## src/rtl/fsic_params.svh

```systemverilog
// Function
// - Mode-rounded convert writes signed integer result.
// - Mode-rounded ops round by status-word mode.
// - Truncating convert always rounds toward zero.
// - Denormal input becomes zero, sets flushed flag.
// - Conversion exceptions set matching status flags.
// - Flags sticky; only status-word write clears.
// - Flags update with destination write.
// - Simultaneous flag updates OR together.
// - Guard LSB enables destination write.
// - Zero guard leaves flags untouched.
// - Flag-probe writes would-be flags as integer.
// - Probe vector matches status-word flag positions.
// - Flag-probe never modifies status-word flags.
// - Probe of denormal sets flushed bit.
`ifndef FSIC_PARAMS_SVH
`define FSIC_PARAMS_SVH

`define FSIC_ADDR_W 8
`define FSIC_OFF_STATUS_WORD 8'h00
`define FSIC_OFF_IRQ_STATUS 8'h04
`define FSIC_OFF_IRQ_CLEAR 8'h08
`define FSIC_OFF_IRQ_ENABLE 8'h0c

`define FSIC_FLAG_W 6
`define FSIC_BIT_INX 1
`define FSIC_BIT_INV 4
`define FSIC_BIT_IFZ 5
`define FSIC_FLAG_MASK 6'h32
`define FSIC_RMODE_LSB 8
`define FSIC_RMODE_MSB 9

`define FSIC_IRQ_W 2
`define FSIC_IRQ_DONE 0
`define FSIC_IRQ_INV 1

`define FSIC_RST_FLAGS 6'h00
`define FSIC_RST_IRQ 2'h0

`define FSIC_SLOT_A 3'h1
`define FSIC_SLOT_B 3'h4
`define FSIC_LATENCY 3

`define FSIC_EXP_SPECIAL 8'hff
`define FSIC_EXP_INT 8'd150
`define FSIC_EXP_HALF 8'd126
`define FSIC_EXP_TOP 8'd158
`define FSIC_INT_MAX 32'h7fffffff
`define FSIC_INT_MIN 32'h80000000

`endif

```

## src/rtl/fsic_pkg.sv

```systemverilog
package fsic_pkg;
   typedef enum logic [2:0] {
      FSIC_OP_ROUND = 3'b001,
      FSIC_OP_TRUNC = 3'b010,
      FSIC_OP_PROBE = 3'b100
   } fsic_op_e;

   typedef enum logic [1:0] {
      FSIC_RM_NEAREST = 2'h0,
      FSIC_RM_ZERO = 2'h1,
      FSIC_RM_POS = 2'h2,
      FSIC_RM_NEG = 2'h3
   } fsic_rmode_e;
endpackage

```

## src/rtl/fsic_top.sv

```systemverilog
// Added by the designer: the register addresses and the AXI4-Lite interface to the registers.
`include "fsic_params.svh"

module fsic_top (
   // Clock and reset.
   input wire logic clk,
   input wire logic rst_n,
   // Issue from the processor.
   input wire logic issue_valid,
   input wire logic [2:0] issue_slot,
   input wire fsic_pkg::fsic_op_e issue_op,
   input wire logic [31:0] issue_src,
   input wire logic [31:0] issue_guard,
   input wire logic [6:0] issue_dest,
   // Flag updates from other floating-point units.
   input wire logic [5:0] other_flag_set,
   // Register-file write-back.
   output logic wb_valid,
   output logic [6:0] wb_dest,
   output logic [31:0] wb_data,
   // Status word exception flags and rounding mode.
   output logic [5:0] status_flags,
   output fsic_pkg::fsic_rmode_e status_rmode,
   // Interrupt.
   output logic irq,
   // AXI4-Lite slave.
   input wire logic s_axi_awvalid,
   output logic s_axi_awready,
   input wire logic [7:0] s_axi_awaddr,
   input wire logic s_axi_wvalid,
   output logic s_axi_wready,
   input wire logic [31:0] s_axi_wdata,
   input wire logic [3:0] s_axi_wstrb,
   output logic s_axi_bvalid,
   input wire logic s_axi_bready,
   output logic [1:0] s_axi_bresp,
   input wire logic s_axi_arvalid,
   output logic s_axi_arready,
   input wire logic [7:0] s_axi_araddr,
   output logic s_axi_rvalid,
   input wire logic s_axi_rready,
   output logic [31:0] s_axi_rdata,
   output logic [1:0] s_axi_rresp
);
   import fsic_pkg::*;

   // Returns {flags, integer} for one single-precision source.
   function automatic logic [37:0] fsic_convert(input logic [31:0] x,
                                                input fsic_rmode_e rm);
      logic s;
      logic [7:0] e;
      logic [22:0] m;
      logic [23:0] mt;
      logic [55:0] fx;
      logic [31:0] ip;
      logic [32:0] mag;
      logic half;
      logic stk;
      logic up;
      logic inexact_flag;
      logic [5:0] fl;
      logic [31:0] r;
      s = x[31];
      e = x[30:23];
      m = x[22:0];
      mt = {1'b1, m};
      fx = '0;
      ip = '0;
      mag = '0;
      half = 1'b0;
      stk = 1'b0;
      up = 1'b0;
      inexact_flag = 1'b0;
      fl = '0;
      r = '0;
      if (e == `FSIC_EXP_SPECIAL) begin
         // NaN gives zero, infinity saturates; both are invalid.
         fl[`FSIC_BIT_INV] = 1'b1;
         if (m == 23'h0) begin
            r = s ? `FSIC_INT_MIN : `FSIC_INT_MAX;
         end
      end else if (e == 8'h00) begin
         // Denormals are flushed: the result stays zero.
         if (m != 23'h0) begin
            fl[`FSIC_BIT_IFZ] = 1'b1;
         end
      end else begin
         if (e >= `FSIC_EXP_INT) begin
            if (e > `FSIC_EXP_TOP) begin
               mag = 33'h1_0000_0000;
            end else begin
               mag = {9'h000, mt} << (e - `FSIC_EXP_INT);
            end
         end else if (e >= `FSIC_EXP_HALF) begin
            fx = {mt, 32'h0} >> (`FSIC_EXP_INT - e);
            ip = {8'h00, fx[55:32]};
            half = fx[31];
            stk = |fx[30:0];
         end else begin
            stk = 1'b1;
         end
         inexact_flag = half | stk;
         unique case (rm)
            FSIC_RM_NEAREST: up = half & (stk | ip[0]);
            FSIC_RM_ZERO: up = 1'b0;
            FSIC_RM_POS: up = inexact_flag & ~s;
            FSIC_RM_NEG: up = inexact_flag & s;
         endcase
         if (e < `FSIC_EXP_INT) begin
            mag = {1'b0, ip} + {32'h0, up};
         end
         if (mag > {1'b0, `FSIC_INT_MAX} + {32'h0, s}) begin
            fl[`FSIC_BIT_INV] = 1'b1;
            r = s ? `FSIC_INT_MIN : `FSIC_INT_MAX;
         end else begin
            fl[`FSIC_BIT_INX] = inexact_flag;
            r = s ? 32'h0 - mag[31:0] : mag[31:0];
         end
      end
      return {fl, r};
   endfunction

   // Issue stage.
   logic s1_valid;
   fsic_op_e s1_op;
   logic [31:0] s1_src;
   logic [6:0] s1_dest;
   fsic_rmode_e s1_rmode;
   // Compute stage.
   logic s2_valid;
   fsic_op_e s2_op;
   logic [6:0] s2_dest;
   logic [31:0] s2_int;
   logic [5:0] s2_flags;
   // Combinational conversion of the issue-stage operand.
   fsic_rmode_e eff_rmode;
   logic [37:0] conv_out;
   logic [5:0] conv_set;
   logic [5:0] next_flags;
   // Register bus.
   logic wr_fire;
   logic rd_fire;
   logic [31:0] wmask;
   logic [31:0] sw_rd;
   logic [31:0] sw_wr_val;
   logic sw_wr;
   logic clr_wr;
   logic en_wr;
   logic [1:0] irq_status;
   logic [1:0] irq_enable;
   logic [1:0] irq_event;
   logic [1:0] next_irq_status;

   assign eff_rmode = (s1_op == FSIC_OP_TRUNC) ? FSIC_RM_ZERO
                                               : s1_rmode;
   assign conv_out = fsic_convert(s1_src, eff_rmode);

   // Issue is taken only from the two allowed slots; a clear guard drops
   // the operation so neither result nor flags change.
   always_ff @(posedge clk or negedge rst_n) begin
      if (!rst_n) begin
         s1_valid <= 1'b0;
         s1_op <= FSIC_OP_ROUND;
         s1_src <= '0;
         s1_dest <= '0;
         s1_rmode <= FSIC_RM_NEAREST;
      end else begin
         s1_valid <= issue_valid & issue_guard[0] &
                     (issue_slot == `FSIC_SLOT_A ||
                      issue_slot == `FSIC_SLOT_B);
         s1_op <= issue_op;
         s1_src <= issue_src;
         s1_dest <= issue_dest;
         s1_rmode <= status_rmode;
      end
   end

   always_ff @(posedge clk or negedge rst_n) begin
      if (!rst_n) begin
         s2_valid <= 1'b0;
         s2_op <= FSIC_OP_ROUND;
         s2_dest <= '0;
         s2_int <= '0;
         s2_flags <= '0;
      end else begin
         s2_valid <= s1_valid;
         s2_op <= s1_op;
         s2_dest <= s1_dest;
         s2_int <= conv_out[31:0];
         s2_flags <= conv_out[37:32];
      end
   end

   // Third stage: the destination write.
   always_ff @(posedge clk or negedge rst_n) begin
      if (!rst_n) begin
         wb_valid <= 1'b0;
         wb_dest <= '0;
         wb_data <= '0;
      end else begin
         wb_valid <= s2_valid;
         wb_dest <= s2_dest;
         if (s2_op == FSIC_OP_PROBE) begin
            wb_data <= {26'h0, s2_flags};
         end else begin
            wb_data <= s2_int;
         end
      end
   end

   // The probe never contributes; converting ops land with the write.
   assign conv_set = (s2_valid && s2_op != FSIC_OP_PROBE) ?
                     s2_flags : 6'h00;
   assign sw_wr_val = (sw_rd & ~wmask) | (s_axi_wdata & wmask);
   always_comb begin
      next_flags = status_flags;
      if (sw_wr) begin
         next_flags = sw_wr_val[5:0] & `FSIC_FLAG_MASK;
      end
      next_flags = next_flags | conv_set | other_flag_set;
   end

   always_ff @(posedge clk or negedge rst_n) begin
      if (!rst_n) begin
         status_flags <= `FSIC_RST_FLAGS;
      end else begin
         status_flags <= next_flags;
      end
   end

   always_ff @(posedge clk or negedge rst_n) begin
      if (!rst_n) begin
         status_rmode <= FSIC_RM_NEAREST;
      end else if (sw_wr) begin
         status_rmode <= fsic_rmode_e'(
            sw_wr_val[`FSIC_RMODE_MSB:`FSIC_RMODE_LSB]);
      end
   end

   // Interrupt sources: a completed write-back and an invalid result.
   assign irq_event[`FSIC_IRQ_DONE] = s2_valid;
   assign irq_event[`FSIC_IRQ_INV] = s2_valid & s2_flags[`FSIC_BIT_INV];
   always_comb begin
      next_irq_status = irq_status;
      if (clr_wr) begin
         next_irq_status = irq_status & ~s_axi_wdata[1:0];
      end
      next_irq_status = next_irq_status | irq_event;
   end

   always_ff @(posedge clk or negedge rst_n) begin
      if (!rst_n) begin
         irq_status <= `FSIC_RST_IRQ;
         irq_enable <= `FSIC_RST_IRQ;
         irq <= 1'b0;
      end else begin
         irq_status <= next_irq_status;
         if (en_wr) begin
            irq_enable <= s_axi_wdata[1:0];
         end
         irq <= |(irq_status & irq_enable);
      end
   end

   // AXI4-Lite: address and data are taken together in one cycle.
   assign wr_fire = s_axi_awvalid & s_axi_awready &
                    s_axi_wvalid & s_axi_wready;
   assign rd_fire = s_axi_arvalid & s_axi_arready;
   assign wmask = {{8{s_axi_wstrb[3]}}, {8{s_axi_wstrb[2]}},
                   {8{s_axi_wstrb[1]}}, {8{s_axi_wstrb[0]}}};
   assign sw_rd = {22'h0, status_rmode, 2'h0, status_flags};
   assign sw_wr = wr_fire && s_axi_awaddr == `FSIC_OFF_STATUS_WORD;
   assign clr_wr = wr_fire && s_axi_awaddr == `FSIC_OFF_IRQ_CLEAR &&
                   s_axi_wstrb[0];
   assign en_wr = wr_fire && s_axi_awaddr == `FSIC_OFF_IRQ_ENABLE &&
                  s_axi_wstrb[0];

   always_ff @(posedge clk or negedge rst_n) begin
      if (!rst_n) begin
         s_axi_awready <= 1'b0;
         s_axi_wready <= 1'b0;
         s_axi_bvalid <= 1'b0;
         s_axi_bresp <= 2'h0;
      end else begin
         s_axi_awready <= ~s_axi_awready & s_axi_awvalid & s_axi_wvalid &
                          ~s_axi_bvalid;
         s_axi_wready <= ~s_axi_wready & s_axi_awvalid & s_axi_wvalid &
                         ~s_axi_bvalid;
         if (wr_fire) begin
            s_axi_bvalid <= 1'b1;
            if (s_axi_awaddr == `FSIC_OFF_STATUS_WORD ||
                s_axi_awaddr == `FSIC_OFF_IRQ_CLEAR ||
                s_axi_awaddr == `FSIC_OFF_IRQ_ENABLE) begin
               s_axi_bresp <= 2'h0;
            end else begin
               s_axi_bresp <= 2'h2;
            end
         end else if (s_axi_bready) begin
            s_axi_bvalid <= 1'b0;
         end
      end
   end

   always_ff @(posedge clk or negedge rst_n) begin
      if (!rst_n) begin
         s_axi_arready <= 1'b0;
         s_axi_rvalid <= 1'b0;
         s_axi_rdata <= '0;
         s_axi_rresp <= 2'h0;
      end else begin
         s_axi_arready <= ~s_axi_arready & s_axi_arvalid & ~s_axi_rvalid;
         if (rd_fire) begin
            s_axi_rvalid <= 1'b1;
            s_axi_rresp <= 2'h0;
            unique case (s_axi_araddr)
               `FSIC_OFF_STATUS_WORD: s_axi_rdata <= sw_rd;
               `FSIC_OFF_IRQ_STATUS: s_axi_rdata <= {30'h0, irq_status};
               `FSIC_OFF_IRQ_CLEAR: s_axi_rdata <= '0;
               `FSIC_OFF_IRQ_ENABLE: s_axi_rdata <= {30'h0, irq_enable};
               default: begin
                  s_axi_rdata <= '0;
                  s_axi_rresp <= 2'h2;
               end
            endcase
         end else if (s_axi_rready) begin
            s_axi_rvalid <= 1'b0;
         end
      end
   end
endmodule // fsic_top

```

## config.mk

```make
export PLATFORM = sky130hd
export DESIGN_NAME = fsic_top
export DESIGN_NICKNAME = d
export VERILOG_FILES = /design/src/rtl/fsic_pkg.sv /design/src/rtl/fsic_top.sv
export VERILOG_INCLUDE_DIRS = /design/src /design/src/rtl
export SDC_FILE = /design/constraint.sdc
export NUM_CORES = 1
export LEC_CHECK = 0
export BUFFER_PORTS_ARGS = -buffer_cell sky130_fd_sc_hd__buf_2
export CORE_MARGIN = 2
export CORE_UTILIZATION = 45
export DETAILED_ROUTE_END_ITERATION = 12
export GPL_TIMING_DRIVEN = 0
export HOLD_SLACK_MARGIN = 0.1
export PLACE_DENSITY = 0.77
export SLEW_MARGIN = 0
export SYNTH_ARGS = -nofsm -noshare
export SYNTH_HDL_FRONTEND = slang
export SYNTH_SLANG_ARGS = --single-unit
```

## constraint.sdc

```tcl
create_clock -name clk -period 14.2 [get_ports clk]
set_input_delay 1.42 -clock clk [delete_from_list [all_inputs] [get_ports clk]]
set_output_delay 1.42 -clock clk [all_outputs]
set_load 0.005 [all_outputs]
```

## After elaboration in Yosys (flattened, before gate mapping)

Index checks and enable logic that the tools add are counted.

| cells by class | value |
|---|---|
| eq/ne operators | 14 |
| shifts and indexed selects | 2 |
| add/subtract/negate cells | 5 |
| bitwise gates (word level) | 36 |
| multiplexer cells | 47 |
| reduce and logical (&&, ||, !) cells | 20 |
| $lt $le $gt $ge | 5 |

Operators by type and width:

| kind | count |
|---|---|
| 32-bit 2-to-1 mux | 9 |
| 33-bit 2-to-1 mux | 5 |
| 56-bit by 8-bit right shift with 56-bit output | 1 |
| 24-bit 2-to-1 mux | 2 |
| 32-bit by 1-bit adder with 33-bit output | 1 |
| 33-bit by 32-bit > comparator with 1-bit output | 1 |
| 24-bit by 8-bit left shift with 33-bit output | 1 |
| 31-bit by 1-bit adder with 32-bit output (first input constant) | 1 |
| 8-bit by 4-bit equality test with 1-bit output (second input constant) | 4 |
| 1-bit by 32-bit subtractor with 32-bit output (first input constant) | 1 |
| 31-bit OR reduction | 1 |
| 10-bit one-hot mux with 3 select lines | 1 |
| 8-bit zero test | 3 |
| 23-bit zero test | 1 |
| 1-bit 2-to-1 mux | 23 |
| 23-bit nonzero test | 1 |
| 10-bit AND | 2 |
| 1-bit AND | 18 |
| 6-bit 2-to-1 mux | 2 |
| 6-bit bitwise OR | 2 |
| 10-bit inverter | 1 |
| 10-bit bitwise OR | 1 |
| 8-bit by 3-bit equality test with 1-bit output (second input constant) | 1 |
| 8-bit equality test (second input constant) | 1 |
| 25 further kinds | 45 |

| word-level totals | value |
|---|---|
| bits of input ports | 143 |
| word-level logic and storage cells | 155 |
| output and inout bits | 90 |
| bits in registers | 185 |

## Depth between registers and ports, before layout

Gate-level depths: netlist of the first run.

| depth | value |
|---|---|
| word-level depth | 21 |
| gate-level depth with buffers | 43 |
| mapped depth without buffers | 36 |

## Worst setup path before layout of the first run

No wires, ideal clock.

| timing path | value |
|---|---|
| kind | flip-flop to flip-flop |
| start | register s1_src[24] |
| end | register s2_int[31] |
| buffers on the path | 6 |
| clock period less this slack | 8.272 ns |
| data required time | 14.114 ns |
| stages on the path, launching flop included | 43 |
| arrival | 8.186 ns |
| library setup time | 0.086 ns |
| path slack | 5.928 ns |
| cell sequence | dfrtp_1 buf_2 buf_1 inv_1 ha_1 buf_6 buf_12 buf_12 buf_2 a21boi_0 a211oi_1 o21ai_0 o22ai_1 nor3_1 a21oi_1 nor4_1 a31oi_1 nor4_1 (+7 left out) o21ai_0 nor4_4 a21oi_1 a211o_1 ha_1 a21o_1 a21o_1 a21o_1 a21o_1 a21o_1 a21oi_1 o2111ai_1 a32oi_1 clkinv_1 nor2_1 a21oi_1 and4_1 nor3_1 |

| on the way | value |
|---|---|
| cells in the longest elaborated chain, start to end | 21 |
| elaborated cells on any way between the ends | 43 |
| those cells by class | add/sub: 4; order compare: 5; eq/ne: 1; shift: 2; mux: 24; bitwise: 5; reduce/logical: 2 |

RTL lines:

| element | line | source |
|---|---|---|
| start: declaration | fsic_top.sv:126 | `logic [31:0] s1_src;` |
| start signal: assignment | fsic_top.sv:172 | `s1_src <= issue_src;` |
| 8-bit subtractor (no source line) | -- |  |
| 56-bit by 8-bit right shift with 56-bit output | fsic_top.sv:95 | `` fx = {mt, 32'h0} >> (`FSIC_EXP_INT - e); `` |
| 31-bit OR reduction | fsic_top.sv:98 | `stk = \|fx[30:0];` |
| 1-bit 2-to-1 mux | fsic_top.sv:94 | `` end else if (e >= `FSIC_EXP_HALF) begin `` |
| 1-bit 2-to-1 mux | fsic_top.sv:88 | `` if (e >= `FSIC_EXP_INT) begin `` |
| 1-bit 2-to-1 mux | fsic_top.sv:82 | `end else if (e == 8'h00) begin` |
| 1-bit 2-to-1 mux | fsic_top.sv:76 | `` if (e == `FSIC_EXP_SPECIAL) begin `` |
| 1-bit bitwise OR (on tied branches) | fsic_top.sv:102, fsic_top.sv:104 |  |
| (+6 left out) | -- |  |
| 33-bit 2-to-1 mux | fsic_top.sv:82 |  |
| 33-bit 2-to-1 mux | fsic_top.sv:76 |  |
| 1-bit by 32-bit subtractor with 32-bit output | fsic_top.sv:117 | `r = s ? 32'h0 - mag[31:0] : mag[31:0];` |
| 32-bit 2-to-1 mux | fsic_top.sv:117 |  |
| 32-bit 2-to-1 mux | fsic_top.sv:112 | `` if (mag > {1'b0, `FSIC_INT_MAX} + {32'h0, s}) begin `` |
| 32-bit 2-to-1 mux | fsic_top.sv:82 |  |
| 32-bit 2-to-1 mux * | fsic_top.sv:76 |  |
| via conv_out[31] | fsic_top.sv:137 | `logic [37:0] conv_out;` |
| end signal: assignment | fsic_top.sv:189 | `s2_int <= conv_out[31:0];` |
| end: declaration | fsic_top.sv:133 | `logic [31:0] s2_int;` |

Mark *: on every way through the listed nets, which the timed path passes. The rest lies on a longest branch. The select of a mux whose other input is x is not followed.
A chain may end at the register's enable or synchronous reset.

## Final worst setup path of the first run

| timing path | value |
|---|---|
| start | register s1_src[24] |
| end | register s2_int[3] |

Same word-level chain as after synthesis.

==> out/qor.yml, run 1 <==
cts:
  clk_pin_slew_ns: 0.07
  cts_root_buffer: "clkbuf_16"
  cts.htree.levels: 4
  cts_setup_buffers: 0
  cts_tree: "built"
  cts.sinks: 159
  clk_path_buf_depth: 2
  cts_hold_buf: 0
  cts_resized: 0
  cts_made_buffers: 17
  worstSkewPairLatency_ns: 0.44
worst_setup_path:
  crit_fanout: 10
  timing.rr.end: "s2_int[3]"
  worstSetupPathType: "flip-flop to flip-flop"
  cp.arrival_ns: 11.36
  crit_path_start_kind: "flip-flop"
  crit_start: "s1_src[24]"
  timing.critical_path.slowest_cell_delay_ns: 0.79
  cp.required_ns: 14.49
  r2r_slack_ns: 3.13
  cp-end-kind: "flip-flop"
  critPathSlowestCell: "a211oi_1"
  worstRegToRegCells: 41
  timing.rr.start: "s1_src[24]"
yosys:
  avgSynthCellArea_um2: 9.04
  synthesis.area_um2: 12000
  yosysTopAreaCellShare: 0.329
  synth_cell_types: 98
  post-synth-top-area-cell: "dfrtp_1"
  synth_area_leaders: "dfrtp_1, mux4_2, mux2i_1"
  syn-instance-count: 1322
  async_flop_share: 1.00
  ys_ff_latch: 159
  yosysSeqAreaShare: 0.333
  synth_edf_count: 0
  synth_ff_type: "dfrtp_1"
  ys_warn_count: 0
sta:
  worstMarginPinSlew_ns: 1.40
  setup_tns_ns: 0
  finalMaxSlewViolations: 0
  max_freq_mhz: 90.4
  finalHoldViolCount: 0
  finalCritPeriodShare: 0.779
  maxSlewHeadroom: 0.0398
  worst_slack_ns: 3.13
  rsz0062_at_grt: "false"
  fin_crit_ns: 11.07
  finClkSkew_ns: 0.0193
  setup_viol: 0
layout:
  final_nets: 1698
  multi_input_area_um2: 7330
  layout.cells.most_common_list: "dfrtp_1, buf_2, nand2_1, a21oi_1, o21ai_0"
  layout-drive-gt1-share: 0.210
  final.fill_count: 2453
  syn_to_final_growth_pct: 15.5
  final_common_cell: "dfrtp_1"
  regArea_um2: 3980
  antenna_cells: 0
route:
  vias_per_cell: 6.15
  vias: 11400
  drc: 0
  dr.pass1.iters: 9
  postRouteAntennaNets: 0
  drt-wirelength-per-cell_um: 21.0
  wirelength_um: 39000
  drt_iter0_markers: 888
floorplanning:
  dieHeight_um: 167
  initial_core_util: 0.459
  dieArea_um2: 27900
  coreArea_um2: 26100
  num_rows: 59
  num_io_pins: 233
  die_w_um: 167
global_routing:
  grt_pass1_wl_um: 61100
  grt_antenna_before_repair: 0
  grt_overflow: 0
  grt_pass1_vias: 11000
  grt_usage: 0.276
  grt_max_degree: 104
power:
  p_sw_uw: 460
  total_power_mw: 1.33
  p_seq_frac: 0.383
  pwr-share-clk: 0.336
  combinationalPowerShare: 0.281
  leakage_nw: 6.42
  vdd_ir_drop_max_mv: 0.0854
  intPower_uw: 869
  netSwitchingFraction: 0.346
  powerDensity_nw_per_um2: 96.2
placed_design:
  preCtsSetupSlack_ns: 3.35
  io_buffers: 147
  gp_congestion: 1.03
  hpwl_um: 30700
run:
  drv_cap: 0
hold_path:
  worstHoldStart: "s1_dest[0]"
  whs_path_depth: 0
  min_path_type: "flip-flop to flip-flop"
  hold_end: "s2_dest[0]"
outcome:
  status: "finished, final reports clean"
registers in the layout, summed over array words and instances (netlist names), 3 cells and up, named ones only:
| signal | count |
|---|---|
| s1_op | 3 |
| s2_int | 32 |
| s2_op | 3 |
| s2_dest | 7 |
| s1_dest | 7 |
| wb_data | 32 |
| s2_flags | 3 |
| status_flags | 6 |
| s_axi_rdata | 8 |
| wb_dest | 7 |
| s1_src | 32 |
layer usage:
layer / global-route usage / wire length [um] / vias up
met4: 0.147 / 2050 / 0
met1: 0.354 / 15900 / 5496
met2: 0.455 / 18400 / 579
met5: 0 / 0 / -
li1: - / - / 5266
met3: 0.0380 / 2660 / 106
stage by stage:
| stage | hold slack, ns | utilization | instances | instance area, um2 |
|---|---|---|---|---|
| 3_5_place_dp | 0.335 | 0.508 | 1830 | 13200 |
| 3_3_place_gp | 0.333 | 0.507 | 1829 | 13200 |
| 4_1_cts | 0.347 | 0.530 | 1862 | 13800 |
| 2_1_floorplan | 0.331 | - | 1347 | 12000 |
| 5_1_grt | 0.353 | 0.530 | 1862 | 13800 |
| 6_report | 0.346 | 0.530 | 1862 | 13800 |
layout make-up:
type | count | share of cell area
clock buffers | 18 | 0.0311
multi-input cells | 1046 | 0.531
well taps | 335 | 0.0303
inverters | 37 | 0.0101
clock inverters | 14 | 0.0106
repair buffers | 148 | 0.0557
plain buffers | 105 | 0.0432
flip-flops and latches | 159 | 0.288
critical path: cells and delay by family, from the launching register on:
kind | cells | cell delay, ns
buffers and inverters | 9 | 2.72
AO/OA/AOI/OAI | 22 | 5.28
AND/OR/NAND/NOR | 6 | 1.15
adder cells (fa/ha/maj) | 4 | 1.29
flip-flops | 1 | 0.47
synth_stat cells, types with 30 or more instances:
library cell  instances
mux2i_1              56
ha_1                 41
clkbuf_1             52
and2_1               46
nor2_1               76
mux2_2               30
nand3_1              38
buf_4                30
dfrtp_1             157
nand2_1             135
nor3_1               35
o21ai_0              79
inv_1                35
a21oi_1              88
how the worst max path moves through the flow:
| stage | slack, ns | cells after the start | to |
|---|---|---|---|
| 2_1_floorplan | 5.93 | 42 | s2_int[31] |
| 3_3_place_gp | 3.41 | 41 | s2_int[3] |
| 3_5_place_dp | 3.35 | 41 | s2_int[3] |
| 4_1_cts | 3.29 | 41 | s2_int[3] |
| 5_1_grt | 2.57 | 42 | s2_int[31] |
| 6_report | 3.13 | 41 | s2_int[3] |
logic make-up after synthesis:
logic type / Yosys count / share of synthesized area
flops: 159 / 0.333
simple gates: 482 / 0.214
mux: 116 / 0.132
other cells: 1 / 0.000314
buf+inv: 142 / 0.0615
compound gates: 350 / 0.193
fa+ha+maj: 41 / 0.0429
xor+xnor: 31 / 0.0240
power by group through the flow:
stage / clock network, mW / registers, mW / logic, mW
after CTS: 0.456 / 0.508 / 0.366
final: 0.446 / 0.509 / 0.374
after global routing: 0.475 / 0.513 / 0.402
after floorplan: 0 / 0.514 / 0.240
after detailed placement: 0 / 0.517 / 0.364
after global placement: 0 / 0.516 / 0.361
(Power assumes the default switching activity.)
==> run 2, diff against run 1 <==
--- a/config.mk
+++ b/config.mk
@@ -6,13 +6,14 @@
 export SDC_FILE = /design/constraint.sdc
 export NUM_CORES = 1
 export LEC_CHECK = 0
+export ABC_AREA = 1
 export BUFFER_PORTS_ARGS = -buffer_cell sky130_fd_sc_hd__buf_2
 export CORE_MARGIN = 2
 export CORE_UTILIZATION = 45
 export DETAILED_ROUTE_END_ITERATION = 12
 export GPL_TIMING_DRIVEN = 0
 export HOLD_SLACK_MARGIN = 0.1
-export PLACE_DENSITY = 0.77
+export PLACE_DENSITY = 0.79
 export SLEW_MARGIN = 0
 export SYNTH_ARGS = -nofsm -noshare
 export SYNTH_HDL_FRONTEND = slang
==> constraint.sdc (replaced) <==
create_clock -name clk -period 9.65 [get_ports clk]
set_input_delay 0.965 -clock clk [delete_from_list [all_inputs] [get_ports clk]]
set_output_delay 0.965 -clock clk [all_outputs]
set_load 0.005 [all_outputs]
==> out/qor.yml, run 2 <==
outcome:
  status: "finished, final reports clean"
worst_setup_path:
  cp.arrival_ns: 9.21
  cp_top_family: "compound AO/OA/AOI/OAI gates"
  cp.required_ns: 10.01
  worstSetupPathType: "flip-flop to flip-flop"
  critical_path_buf_inv_count: 10
  worst_path_most_repeated_cell: "nand2_1"
  cp-end-kind: "flip-flop"
  critPathSlowestCell: "a2111oi_0"
  crit_fanout: 19
  crit_path_start_kind: "flip-flop"
  timing.critical_path.slowest_cell_delay_ns: 0.46
route:
  vias_per_cell: 5.45
  postRouteAntennaNets: 0
  drt_iter0_markers: 1415
  drc: 0
  wirelength_um: 41200
  dr.pass1.iters: 6
  drt-wirelength-per-cell_um: 16.3
  vias: 13800
sta:
  maxSlewHeadroom: 0.161
  finClkSkew_ns: 0.0216
  max_freq_mhz: 113
  finalMaxSlewViolations: 0
  setup_tns_ns: 0
  setup_viol: 0
  rsz0062_at_grt: "false"
  worstMarginPinSlew_ns: 1.26
  finalCritPeriodShare: 0.917
  fin_crit_ns: 8.85
  finalHoldViolCount: 0
cts:
  cts_made_buffers: 17
  clk_path_buf_depth: 2
  cts_tree: "built"
  clk_pin_slew_ns: 0.08
  cts.sinks: 159
  cts.htree.levels: 4
  cts_hold_buf: 0
  cts_setup_buffers: 0
  cts_root_buffer: "clkbuf_16"
  worstSkewPairLatency_ns: 0.44
power:
  powerDensity_nw_per_um2: 144
  vdd_ir_drop_max_mv: 0.141
  netSwitchingFraction: 0.385
  leakage_nw: 7.83
  combinationalPowerShare: 0.304
  total_power_mw: 2.12
  p_seq_frac: 0.359
  p_sw_uw: 816
  pwr-share-clk: 0.338
  intPower_mw: 1.30
yosys:
  yosysTopAreaCellShare: 0.308
  ys_ff_latch: 159
  syn-instance-count: 1945
  synth_cell_types: 67
  synthesis.area_um2: 12800
  synth_area_leaders: "dfrtp_1, nand2_1, nand3_1"
  synth_edf_count: 0
  async_flop_share: 1.00
  ys_warn_count: 0
  synthTopCellsByCount: "nand2_1, nand3_1, nor2_1"
  post-synth-top-area-cell: "dfrtp_1"
  avgSynthCellArea_um2: 6.56
  yosysSeqAreaShare: 0.312
  synth_ff_type: "dfrtp_1"
  yosysMostFrequentCell: "nand2_1"
floorplanning:
  dieHeight_um: 172
  coreArea_um2: 27900
  dieArea_um2: 29700
  die_w_um: 172
  initial_core_util: 0.458
  num_rows: 61
  num_io_pins: 233
global_routing:
  grt_max_degree: 89
  grt_pass1_vias: 12500
  busiest_layer: "met2"
  grt_util_met2: 0.469
  grt.met3_usage: 0.0357
  grt_overflow: 0
  grt_pass1_wl_um: 64900
  grt_usage: 0.279
  met1_usage: 0.373
  grt_antenna_before_repair: 0
layout:
  largestRegisters: "s1_src x32, s2_int x32, wb_data x32"
  instances_no_fill: 2527
  stdcell_area_um2: 14700
  final_util: 0.529
  final_nets: 2320
  syn_to_final_growth_pct: 15.5
  layout-drive-gt1-share: 0.167
  layout.cells.most_common_list: "nand2_1, nand3_1, nor2_1, inv_1, buf_2"
  antenna_cells: 0
  final_common_cell: "nand2_1"
run:
  drv_cap: 0
placed_design:
  dpl-instance-area_um2: 14100
  io_buffers: 147
  dp_cells: 2496
  hpwl_um: 33100
  gp_congestion: 0.981
hold_path:
  min_path_type: "flip-flop to flip-flop"
[run 2: kinds of logic (layout without fill, tap and decap cells)]
logic type,count (synthesis),count (layout),share of synthesized area
AND/OR/NAND/NOR,1147,1147,0.407
AO/OA/AOI/OAI,265,265,0.117
flip-flops,159,159,0.312
multiplexers,10,10,0.00804
XOR/XNOR,5,5,0.00461
adder cells (fa/ha/maj),41,41,0.0402
other,1,26,0.000294
buffers and inverters,317,496,0.111
[run 2: final cells by class]
class | instances | area (um2)
inverters | 200 | 754
repair buffers | 148 | 769
clock buffers | 17 | 425
well taps | 378 | 473
plain buffers | 116 | 658
clock inverters | 15 | 206
fillers | 2770 | 13100
multi-input cells | 1494 | 7470
flip-flops and latches | 159 | 3980
[run 2: worst paths after layout]
kind / cells after the start / slack [ns] / from / end
max: 46 / 0.80 / s1_src[23] / s2_int[17]
min: 0 / 0.35 / s2_dest[3] / wb_dest[3]
max reg2reg: 46 / 0.80 / s1_src[23] / s2_int[17]
min reg2reg: 0 / 0.35 / s2_dest[3] / wb_dest[3]
max in group asynchronous: 2 / 8.29 / rst_n / s1_src[28]
min in group asynchronous: 1 / 0.52 / rst_n / wb_dest[5]
[run 2: power groups by stage]
| stage | combinational [mW] | clock [mW] | sequential, mW |
|---|---|---|---|
| 4_1_cts | 0.630 | 0.729 | 0.760 |
| 3_3_place_gp | 0.617 | 0 | 0.771 |
| 3_5_place_dp | 0.626 | 0 | 0.773 |
| 6_report | 0.644 | 0.716 | 0.760 |
| 5_1_grt | 0.721 | 0.760 | 0.767 |
| 2_1_floorplan | 0.423 | 0 | 0.770 |
[run 2: repair_timing]
item,4_1_cts,5_1_grt
endpoints found under the hold margin,0,0
gates resized for setup,0,4
setup endpoints to repair,0,34
[run 2: routing by layer]
layer | wire (um) | vias to the layer above
met1 | 17500 | 6280
met4 | 1180 | 0
met3 | 3520 | 80
met5 | 0 | -
met2 | 19000 | 705
li1 | - | 6711
[run 2: through the flow]
step / hold WS (ns) / worst slack, ns
global route: 0.356 / 0.00674
CTS: 0.346 / 0.0578
detailed placement: 0.336 / 0.0730
finish: 0.349 / 0.801
floorplan: 0.331 / 2.51
global placement: 0.334 / 0.172
==> run 3, diff against run 2 <==
--- a/config.mk
+++ b/config.mk
@@ -13,7 +13,7 @@
 export DETAILED_ROUTE_END_ITERATION = 12
 export GPL_TIMING_DRIVEN = 0
 export HOLD_SLACK_MARGIN = 0.1
-export PLACE_DENSITY = 0.79
+export PLACE_DENSITY = 0.77
 export SLEW_MARGIN = 0
 export SYNTH_ARGS = -nofsm -noshare
 export SYNTH_HDL_FRONTEND = slang
==> constraint.sdc (replaced) <==
create_clock -name clk -period 8.8 [get_ports clk]
set_input_delay 0.88 -clock clk [delete_from_list [all_inputs] [get_ports clk]]
set_output_delay 0.88 -clock clk [all_outputs]
set_load 0.005 [all_outputs]
==> out/qor.yml, run 3 (synthesis gave the netlist of run 2 again) <==
floorplanning:
  die_w_um: 172
  num_io_pins: 233
  dieHeight_um: 172
  dieArea_um2: 29700
  coreArea_um2: 27900
  num_rows: 61
  initial_core_util: 0.458
sta:
  maxSlewHeadroom: 0.216
  setup_viol: 0
  fin_crit_ns: 8.11
  finalHoldViolCount: 0
  setup_tns_ns: 0
  rsz0062_at_grt: "false"
  finalMaxSlewViolations: 0
  worstMarginPinSlew_ns: 1.18
  finClkSkew_ns: 0.0165
  finalCritPeriodShare: 0.922
  max_freq_mhz: 123
cts:
  clk_pin_slew_ns: 0.08
  cts.sinks: 159
  cts_tree: "built"
  cts_hold_buf: 0
  cts_setup_buffers: 0
  cts.htree.levels: 4
  cts_root_buffer: "clkbuf_16"
  cts_made_buffers: 17
  worstSkewPairLatency_ns: 0.43
  clk_path_buf_depth: 2
worst_setup_path:
  worstRegToRegCells: 46
  critPathSlowestCell: "dfrtp_1"
  cp.required_ns: 9.12
  crit_fanout: 29
  r2r_slack_ns: 0.69
  cp-end-kind: "flip-flop"
  crit_path_start_kind: "flip-flop"
  timing.critical_path.slowest_cell_delay_ns: 0.47
  worst_path_most_repeated_cell: "nand2_1"
  cp.arrival_ns: 8.43
  worstSetupPathType: "flip-flop to flip-flop"
power:
  pwr-share-clk: 0.331
  netSwitchingFraction: 0.384
  total_power_mw: 2.31
  leakage_nw: 7.82
  combinationalPowerShare: 0.308
  vdd_ir_drop_max_mv: 0.122
  powerDensity_nw_per_um2: 157
  p_seq_frac: 0.361
  intPower_mw: 1.42
  p_sw_uw: 884
route:
  vias: 13700
  drc: 0
  wirelength_um: 42000
  drt_iter0_markers: 1410
  drt-wirelength-per-cell_um: 16.6
  dr.pass1.iters: 6
  postRouteAntennaNets: 0
  vias_per_cell: 5.43
layout:
  syn_to_final_growth_pct: 15.4
  largestRegisters: "s1_src x32, s2_int x32, wb_data x32"
  layout.cells.most_common_list: "nand2_1, nand3_1, nor2_1, inv_1, buf_2"
  antenna_cells: 0
  final_common_cell: "nand2_1"
  final_nets: 2318
  layout-drive-gt1-share: 0.169
global_routing:
  grt_antenna_before_repair: 0
  grt_max_degree: 87
  grt_pass1_vias: 12500
  grt_usage: 0.286
  grt_pass1_wl_um: 66100
  grt_overflow: 0
hold_path:
  whs_path_depth: 0
  min_path_type: "flip-flop to flip-flop"
placed_design:
  io_buffers: 147
  gp_congestion: 0.968
  hpwl_um: 34100
outcome:
  status: "finished, final reports clean"
run:
  drv_cap: 0
run 3: stage by stage:
step                instance area (um2)  worst slack, ns  hold slack, ns  utilization  instances
detailed placement                14100           -0.717           0.336        0.506       2496
CTS                               14700           0.0923           0.353        0.529       2527
global placement                  14100           -0.894           0.335        0.505       2495
global route                      14700           0.0589           0.355        0.529       2525
finish                            14700            0.687           0.352        0.529       2525
floorplan                         12900             1.66           0.331            -       1970
run 3: critical path, delay by kind of cell, from the launching register on:
kind,cells,cell delay [ns]
compound gates,15,2.59
flops,1,0.47
fa+ha+maj,4,1.33
simple gates,19,1.82
buf+inv,8,1.76
run 3: timing repair:
item / CTS / global route
setup endpoints to repair: 34 / 34
endpoints found under the hold margin: 0 / 0
resized for setup: 3 / 11
run 3: path summary, 6_finish.rpt:
kind	startpoint	end
max	s1_src[23]	s2_int[31]
min	s2_dest[2]	wb_dest[2]
max reg2reg	s1_src[23]	s2_int[31]
min reg2reg	s2_dest[2]	wb_dest[2]
max in group asynchronous	rst_n	s1_src[19]
min in group asynchronous	rst_n	wb_dest[4]
run 3: final cells by class:
class	count	area (um2)
sequential	159	3980
buffer	114	654
clock buffer	17	425
fill	2855	13100
tap	378	473
timing repair buffer	148	769
clock inverter	15	194
multi-input combinational	1494	7470
inverter	200	754
run 3: power groups by stage:
stage          combinational [mW]  sequential [mW]  clock (mW)
3_3_place_gp                0.684            0.846           0
6_report                    0.710            0.832       0.764
4_1_cts                     0.695            0.832       0.783
5_1_grt                     0.792            0.839       0.819
3_5_place_dp                0.692            0.847           0
2_1_floorplan               0.464            0.844           0
run 3: per-layer routing:
layer	GRT usage	wire, um	up-vias	share of wire
met5	0	0	-	0
met2	0.477	19100	623	0.46
met3	0.0373	3070	70	0.073
met4	0.0954	1190	0	0.028
met1	0.384	18600	6306	0.44
li1	-	-	6718	-
